**src/logic/sync_sram_defs.vh**
```
// Purpose: Shared constants for the pipelined burst synchronous memory port.
// Assumes: Included by bare name from the design files.
// Notes:   Holds definitions only.
`ifndef SYNC_SRAM_DEFS_VH
`define SYNC_SRAM_DEFS_VH

// Pipeline depth between a presentation and its data cycle.
`define SRAM_DATA_LATENCY   2
// Number of beats in one burst.
`define SRAM_BURST_LEN      3'h4
// Default organisation: 512K words of 18 bits.
`define SRAM_ADDR_W         19
`define SRAM_DATA_W         18
`define SRAM_LANES          2
`define SRAM_LANE_W         9
// Burst order codes on burst_order_sel.
`define SRAM_ORDER_LINEAR   1'b0
`define SRAM_ORDER_INTERLV  1'b1
// Field positions of the packed pipeline control word.
`define SRAM_CTL_VALID      0
`define SRAM_CTL_WRITE      1
// Reset value of the control word.
`define SRAM_CTL_RESET      2'h0

`endif

```
**src/logic/beat_buffer.v**
```verilog
// Purpose: Two-entry valid/ready buffer for read beats.
// Assumes: Single clock, asynchronous active-low reset.
// Notes:   Holds two words; the port ignores in_ready, so a word that arrives while both are full is lost.
`timescale 1ns/1ps
`default_nettype none

module beat_buffer #(
    parameter WIDTH = 18
) (
    // Clock and reset.
    input  wire             clk,
    input  wire             rst_n,
    // Fill side.
    input  wire             in_valid,
    output wire             in_ready,
    input  wire [WIDTH-1:0] in_data,
    // Drain side.
    output wire             out_valid,
    input  wire             out_ready,
    output wire [WIDTH-1:0] out_data,
    // Freeze from the clock hold.
    input  wire             hold
);
    reg [WIDTH-1:0] mem_q [0:1];
    reg             wr_ptr_q;
    reg             rd_ptr_q;
    reg [1:0]       count_q;
    wire            push;
    wire            pop;

    // Full and empty come straight from the occupancy count.
    assign in_ready  = (count_q != 2'h2);
    assign out_valid = (count_q != 2'h0);
    assign out_data  = mem_q[rd_ptr_q];
    assign push      = in_valid & in_ready & ~hold;
    assign pop       = out_valid & out_ready & ~hold;

    // Pointer and count update; storage holds under the freeze as well.
    always @(posedge clk or negedge rst_n) begin
        if (!rst_n) begin
            wr_ptr_q <= 1'b0;
            rd_ptr_q <= 1'b0;
            count_q  <= 2'h0;
        end else begin
            if (push) begin
                wr_ptr_q <= ~wr_ptr_q;
            end
            if (pop) begin
                rd_ptr_q <= ~rd_ptr_q;
            end
            if (push && !pop) begin
                count_q <= count_q + 2'h1;
            end else if (pop && !push) begin
                count_q <= count_q - 2'h1;
            end
        end
    end

    // Storage needs no reset; it is only read while valid.
    always @(posedge clk) begin
        if (push) begin
            mem_q[wr_ptr_q] <= in_data;
        end
    end

endmodule // beat_buffer

`default_nettype wire

```
**src/logic/sync_sram_port.v**
```verilog
// Purpose: Pipelined burst synchronous memory with zero-turnaround switching.
// Assumes: All inputs synchronous to clk except out_enable_n and rst_n; 40 MHz clock.
// Notes:   Data bus is split into in, out and output-enable (low = drive).
`timescale 1ns/1ps
`default_nettype none
`include "sync_sram_defs.vh"

// Function
// - Data cycle follows its address presentation by exactly two clocks.
// - Output enable is asynchronous and forces the data outputs off.
// - Clock hold high freezes all state except the sleeping flag, which still follows sleep_req.
// - Any inactive chip select on a load starts no new operation.
// - Transfers already in the pipeline complete despite a deselect.
// - Data bus floats two clocks after a deselect or write start.
// - Burst gives four data cycles from one external address.
// - Load low takes a new address; high advances the burst counter.
// - Address register captures only on a selected, unheld load edge.
// - A load while deselected ends any burst in progress.
// - Advance ignores the external address and uses the burst address.
// - Read/write select sampled on a load decides the operation.
// - Reads and writes follow back to back with no idle cycle.
// - Each byte lane has its own write select.
// - Array is 256K by 36 or 512K by 18, nineteen address bits.
// - Address, data and control are captured on the rising edge.
// - Output buffer enable is sequenced internally and synchronously.
// - Burst order select picks linear or interleaved sequence.
// - Sleep input puts the device into power-down.
// - Order select high is interleaved, low linear; host keeps it static.
// - Sleep gates the internal clock and keeps all stored data.
// - Two selects active low, one active high, otherwise identical.
module sync_sram_port #(
    parameter ADDR_W = `SRAM_ADDR_W,
    parameter DATA_W = `SRAM_DATA_W,
    parameter LANES  = `SRAM_LANES,
    parameter LANE_W = `SRAM_LANE_W,
    parameter DEPTH  = 16
) (
    // Clock and reset.
    input  wire              clk,
    input  wire              rst_n,
    // Address and control from the host.
    input  wire [ADDR_W-1:0] word_address,
    input  wire              advance_or_load_sel,
    input  wire              read_write_sel,
    input  wire              clock_hold_n,
    input  wire [LANES-1:0]  byte_lane_write_n,
    input  wire              chip_select_a_n,
    input  wire              chip_select_b,
    input  wire              chip_select_c_n,
    input  wire              burst_order_sel,
    input  wire              sleep_req,
    input  wire              out_enable_n,
    // Data bus, split three ways.
    input  wire [DATA_W-1:0] data_lines_in,
    output reg  [DATA_W-1:0] data_lines_out,
    output reg               data_lines_oe_n,
    // Buffered read beat stream.
    output reg               rd_beat_valid,
    input  wire              rd_beat_ready,
    output reg  [DATA_W-1:0] rd_beat_data,
    // Status.
    output reg               sleeping
);
    // Index width is the number of bits that addresses the modelled array.
    localparam IDX_W = (DEPTH > 1) ? $clog2(DEPTH) : 1;

    reg  [DATA_W-1:0] mem_q [0:DEPTH-1];
    reg  [ADDR_W-1:0] base_addr_q;
    reg  [1:0]        beat_cnt_q;
    reg               burst_act_q;
    reg               burst_wr_q;
    reg               order_q;
    // Two-stage pipeline of control and address.
    reg  [1:0]        ctl1_q;
    reg  [1:0]        ctl2_q;
    reg  [ADDR_W-1:0] addr1_q;
    reg  [ADDR_W-1:0] addr2_q;
    reg  [LANES-1:0]  lanes1_q;
    reg  [LANES-1:0]  lanes2_q;
    reg               drive_q;
    reg  [DATA_W-1:0] rd_word_q;
    reg               rd_push_q;

    wire              selected;
    wire              hold;
    wire              run;
    wire              load_op;
    wire              deselect;
    wire              advance;
    wire [ADDR_W-1:0] beat_addr;
    wire [1:0]        next_cnt;
    wire [1:0]        cur_op;
    wire [ADDR_W-1:0] cur_addr;
    wire              buf_in_ready;
    wire              buf_out_valid;
    wire [DATA_W-1:0] buf_out_data;
    wire [DATA_W-1:0] lane_mask;

    // Low two address bits of a burst beat from the base and the count.
    function [1:0] burst_low;
        input [1:0] base;
        input [1:0] cnt;
        input       order;
        begin
            if (order == `SRAM_ORDER_INTERLV) begin
                burst_low = base ^ cnt;
            end else begin
                burst_low = base + cnt;
            end
        end
    endfunction

    // Expand active-low lane selects into a bit mask.
    function [DATA_W-1:0] expand_lanes;
        input [LANES-1:0] lanes_n;
        integer i;
        begin
            expand_lanes = {DATA_W{1'b0}};
            for (i = 0; i < DATA_W; i = i + 1) begin
                expand_lanes[i] = ~lanes_n[i / LANE_W];
            end
        end
    endfunction

    assign selected = ~chip_select_a_n & chip_select_b & ~chip_select_c_n;
    assign hold     = clock_hold_n | sleep_req;
    assign run      = ~hold;
    assign load_op  = run & ~advance_or_load_sel & selected;
    assign deselect = run & ~advance_or_load_sel & ~selected;
    assign advance  = run & advance_or_load_sel & burst_act_q
                      & (beat_cnt_q != 2'h3);
    assign next_cnt = beat_cnt_q + 2'h1;
    assign beat_addr = {base_addr_q[ADDR_W-1:2],
                        burst_low(base_addr_q[1:0], next_cnt, order_q)};
    assign cur_addr = load_op ? word_address : beat_addr;
    assign cur_op   = load_op ? {~read_write_sel, 1'b1}
                    : (advance ? {burst_wr_q, 1'b1} : `SRAM_CTL_RESET);
    assign lane_mask = expand_lanes(lanes2_q);

    always @(posedge clk or negedge rst_n) begin
        if (!rst_n) begin
            base_addr_q <= {ADDR_W{1'b0}};
            beat_cnt_q  <= 2'h0;
            burst_act_q <= 1'b0;
            burst_wr_q  <= 1'b0;
            order_q     <= `SRAM_ORDER_LINEAR;
        end else if (load_op) begin
            base_addr_q <= word_address;
            beat_cnt_q  <= 2'h0;
            burst_act_q <= 1'b1;
            burst_wr_q  <= ~read_write_sel;
            order_q     <= burst_order_sel;
        end else if (deselect) begin
            burst_act_q <= 1'b0;
        end else if (advance) begin
            beat_cnt_q  <= next_cnt;
        end
    end

    always @(posedge clk or negedge rst_n) begin
        if (!rst_n) begin
            ctl1_q   <= `SRAM_CTL_RESET;
            ctl2_q   <= `SRAM_CTL_RESET;
            addr1_q  <= {ADDR_W{1'b0}};
            addr2_q  <= {ADDR_W{1'b0}};
            lanes1_q <= {LANES{1'b1}};
            lanes2_q <= {LANES{1'b1}};
        end else if (run) begin
            ctl1_q   <= cur_op;
            ctl2_q   <= ctl1_q;
            addr1_q  <= cur_addr;
            addr2_q  <= addr1_q;
            lanes1_q <= byte_lane_write_n;
            lanes2_q <= lanes1_q;
        end
    end

    always @(posedge clk) begin
        if (run && ctl2_q[`SRAM_CTL_VALID] && ctl2_q[`SRAM_CTL_WRITE]) begin
            mem_q[addr2_q[IDX_W-1:0]] <= (mem_q[addr2_q[IDX_W-1:0]] & ~lane_mask)
                                         | (data_lines_in & lane_mask);
        end
    end

    always @(posedge clk or negedge rst_n) begin
        if (!rst_n) begin
            drive_q   <= 1'b0;
            rd_word_q <= {DATA_W{1'b0}};
            rd_push_q <= 1'b0;
        end else if (run) begin
            drive_q   <= ctl1_q[`SRAM_CTL_VALID] & ~ctl1_q[`SRAM_CTL_WRITE];
            rd_word_q <= mem_q[addr1_q[IDX_W-1:0]];
            rd_push_q <= ctl1_q[`SRAM_CTL_VALID] & ~ctl1_q[`SRAM_CTL_WRITE];
        end
    end

    always @* begin
        data_lines_out  = rd_word_q;
        data_lines_oe_n = ~(drive_q & ~out_enable_n);
    end

    // Read beats also go to a buffer; the output stage reloads in the same
    // cycle it hands a beat over, so a ready receiver drains one per clock.
    beat_buffer #(
        .WIDTH (DATA_W)
    ) u_beat_buffer (
        .clk       (clk),
        .rst_n     (rst_n),
        .in_valid  (rd_push_q),
        .in_ready  (buf_in_ready),
        .in_data   (rd_word_q),
        .out_valid (buf_out_valid),
        .out_ready (rd_beat_ready | ~rd_beat_valid),
        .out_data  (buf_out_data),
        .hold      (hold)
    );

    // Output stage registers the buffered beat; ready back-pressures the buffer.
    always @(posedge clk or negedge rst_n) begin
        if (!rst_n) begin
            rd_beat_valid <= 1'b0;
            rd_beat_data  <= {DATA_W{1'b0}};
        end else if (run && (!rd_beat_valid || rd_beat_ready)) begin
            // The hold freezes the handshake too, so no beat is lost under it.
            rd_beat_valid <= buf_out_valid;
            if (buf_out_valid) begin
                rd_beat_data <= buf_out_data;
            end
        end
    end

    always @(posedge clk or negedge rst_n) begin
        if (!rst_n) begin
            sleeping <= 1'b0;
        end else begin
            sleeping <= sleep_req;
        end
    end

endmodule // sync_sram_port

`default_nettype wire

```
**config.mk**
```make
export PLATFORM = sky130hd
export DESIGN_NAME = sync_sram_port
export DESIGN_NICKNAME = d
export VERILOG_FILES = /design/src/logic/beat_buffer.v /design/src/logic/sync_sram_port.v
export VERILOG_INCLUDE_DIRS = /design/src /design/src/logic
export SDC_FILE = /design/constraint.sdc
export NUM_CORES = 1
export LEC_CHECK = 0
export ABC_AREA = 1
export BUFFER_PORTS_ARGS = -buffer_cell sky130_fd_sc_hd__buf_2
export CAP_MARGIN = 20
export CORE_UTILIZATION = 50
export DETAILED_ROUTE_END_ITERATION = 10
export HOLD_SLACK_MARGIN = 0.03
export PLACE_DENSITY = 0.67
export SLEW_MARGIN = 25
export SYNTH_ARGS = -nofsm -noshare
export SYNTH_HDL_FRONTEND = slang
export SYNTH_HIERARCHICAL = 1
export SYNTH_SLANG_ARGS = --single-unit
```
**constraint.sdc**
```tcl
create_clock -name clk -period 4.7 [get_ports clk]
set_clock_uncertainty 0.1 [all_clocks]
set_input_delay 0.47 -clock clk [delete_from_list [all_inputs] [get_ports clk]]
set_output_delay 0.47 -clock clk [all_outputs]
set_load 0.02 [all_outputs]
```
==> results.toml <==
[worst_setup_path]
crit_fanout = 33
crit_path_frequent_cell = "nor2_2"
crit_path_end_kind = "register"
crit_arrival_ps = 3740
start_kind = "primary input"
critPathMaxStageDelay_ps = 770
ff2ff_setup_slack_ps = 1160
r2r_end = "mem_q[3][14]"
crit_required_ps = 4840
critPathSlowestCell = "nor3_1"
rr_startpoint = "addr2_q[0]"
path_cells = "dlygate4sd3_1 > buf_2 > nor2_2 > inv_2 > nor3_1 > nand3_1 > nor2_2 > buf_4"
critPathKind = "primary input to register"
reg2reg_depth = 6

[clock_tree]
cts_setup_buffers = 0
clk_pin_slew_ps = 60
cts_resized = 0
clock_latency_ps = 570
clkSinkCount = 392
cts_buffers = 43
ctsHtreeMaxLevel = 2
cts_buffer_depth = 3
ctsRootBufferMaster = "clkbuf_16"
cts_tree = "yes"

[power_and_ir_drop]
swShare = 0.387
switchingPower_mw = 4.53
peakVddDrop_mv = 0.274
pwr-share-comb = 0.336
leakage_nw = 9.05
p_total_mw = 11.7
p_seq_frac = 0.383
power.density_nw_per_um2 = 557
power_frac_clock = 0.281
p_int_mw = 7.19

[routing]
wl_per_cell_um = 20.1
ant_nets = 0
dr_total_vias = 15600
avgViaCountPerCell = 5.66
routed_wl_um = 55200
drtIter0Drc = 1745
drc_errors = 0
dr.pass1.iters = 5

[sta]
rsz0062_at_grt = "no"
fmax_ghz = 0.278
finalCritPeriodShare = 0.766
relSlewSlack = 0.241
worstMarginPinSlew_ps = 1140
holdWs_ps = 70.7
finalHoldViolCount = 0
setup_slack_ps = 1100
finalSetupViolCount = 0
fin_crit_ps = 3600
setup-tns-final_ps = 0
maxSlewViolCount = 0

[synthesis]
syn_area_um2 = 18800
seq_area_frac_synth = 0.607
ys_ff_latch = 392
syn_nets = 2219
ys_types = 31
yosysWarnings = 6
avgSynthCellArea_um2 = 8.70
syn_inst = 2165

[flow_run]
max-cap-violations = 0

[placement]
portBuffers = 74
hpwl_um = 31300
place_ws_ps = 1170
numPlacedInstances = 2660
place.gp.congestion = 0.831

[die]
die_w_um = 196
core.rowCount = 70
ios = 90
dieArea_um2 = 38500
initial_core_util = 0.511
core-area_um2 = 36900
die_h_um = 196

[global_route]
grt_remaining_overflow = 0
grt_max_degree = 109
grt_pass1_vias = 14800
track_usage = 0.293
grt_pass1_wl_um = 84900
grt_antenna_before_repair = 0

[hold_path]
min_path_cells = 3
min_to = "base_addr_q[1]"
hold_path.startpoint = "word_address[1]"
holdCritPathClass = "primary input to register"

[cells_and_area]
drive_above_1_share = 0.100
fill_cells = 3160
nets = 2263
stdcell_count = 2748
syn_to_final_growth_pct = 11.8
insertedDiodeCount = 0
layout_common_cells = "1173 x nand2_1, 324 x edfxtp_1, 273 x nand3_1, 73 x buf_2, 69 x nor2_1"
layout_commonest_cell = "nand2_1"

[run_status]
outcome = "complete, no violations"
[worst max path at each step]
stage                          from            to
after detailed placement  sleep_req   mem_q[4][3]
after global placement    sleep_req   mem_q[4][3]
after global routing      sleep_req  mem_q[4][13]
after floorplan           sleep_req   mem_q[0][0]
final                     sleep_req  mem_q[4][13]
after CTS                 sleep_req   mem_q[9][6]
[synthesized netlist by cell type]
master / count / area share
clkinv_1: 2 / 0.00040
nand3_1: 273 / 0.073
dfstp_2: 4 / 0.0056
nor3_1: 1 / 0.00027
o22ai_1: 1 / 0.00033
edfxtp_1: 324 / 0.52
o211ai_1: 10 / 0.0040
nor2_2: 3 / 0.0010
nand2_2: 3 / 0.0010
nand4_1: 21 / 0.0070
a21oi_1: 3 / 0.00080
inv_1: 25 / 0.0050
xnor2_1: 2 / 0.00093
o21ai_0: 21 / 0.0056
buf_2: 71 / 0.019
dfrtp_1: 64 / 0.085
nand2_1: 1173 / 0.23
nor2_4: 1 / 0.00060
ha_1: 3 / 0.0020
nor3b_1: 1 / 0.00040
clkbuf_1: 24 / 0.0048
buf_6: 8 / 0.0048
buf_4: 10 / 0.0040
nor2_1: 88 / 0.018
or2_2: 2 / 0.00066
inv_4: 1 / 0.00033
a21oi_4: 1 / 0.00086
o21ai_1: 4 / 0.0011
inv_2: 7 / 0.0014
buf_1: 12 / 0.0024
nand3_2: 2 / 0.0011
[cell families (layout without fill, tap and decap cells)]
kind of cell,after synthesis,after routing,synth area share
and+or+nand+nor,1568,1568,0.336
buffers and inverters,160,239,0.0419
AOI/OAI and AO/OA,40,40,0.0126
DFF,392,392,0.607
adders and majority gates,3,3,0.00199
xor gates and xnor gates,2,2,0.000930
[power groups by stage]
stage	Sequential, mW	Clock (mW)	Combinational, mW
after detailed placement	4.56	0	3.84
final	4.49	3.29	3.94
after floorplan	4.59	0	2.63
after CTS	4.49	3.33	3.86
after global placement	4.55	0	3.78
after global routing	4.53	3.45	4.34
[worst max-delay path, delay by kind of cell]
| family | cells | cell delay (ps) |
|---|---|---|
| simple gates | 4 | 1940 |
| buf+inv | 4 | 1320 |
[flip-flops by register name (all words and copies together), names as in the netlist]
signal / flops
u_beat_buffer/wr_ptr_q: 1
sleeping: 1
burst_act_q: 1
mem_q: 288
beat_cnt_q: 2
lanes1_q: 2
lanes2_q: 2
rd_beat_valid: 1
order_q: 1
data_lines_out: 18
addr2_q: 4
rd_beat_data: 18
u_beat_buffer/mem_q: 36
u_beat_buffer/rd_ptr_q: 1
ctl2_q: 2
base_addr_q: 4
drive_q: 1
burst_wr_q: 1
addr1_q: 4
u_beat_buffer/count_q: 2
ctl1_q: 2
[timing repair]
| item | CTS | global route |
|---|---|---|
| endpoints found under the setup margin | 0 | 0 |
| hold endpoints to repair | 70 | 0 |
| hold buffers | 7 | 0 |
[per-layer routing]
metal | part of all wire | wire length (um) | track usage | up-vias
met4 | 0.042 | 2300 | 0.138 | 0
met5 | 0 | 0 | 0 | -
met3 | 0.12 | 6360 | 0.0598 | 134
li1 | - | - | - | 7195
met1 | 0.39 | 21500 | 0.391 | 7336
met2 | 0.45 | 25100 | 0.459 | 894
[layout make-up]
| type | instances | area [um2] | share of cell area |
|---|---|---|---|
| multi-input cells | 1613 | 6670 | 0.316 |
| inverters | 35 | 141 | 0.00671 |
| repair buffers | 124 | 811 | 0.0385 |
| clock inverters | 17 | 145 | 0.00689 |
| well taps | 504 | 631 | 0.0299 |
| flip-flops and latches | 392 | 11400 | 0.543 |
| clock buffers | 63 | 1220 | 0.0581 |
[per-stage QoR]
stage               utilization  cell area (um2)
floorplan                     -            18800
global placement          0.531            19600
detailed placement        0.531            19600
CTS                       0.570            21000
global route              0.571            21100
finish                    0.571            21100
(Power assumes the default switching activity.)
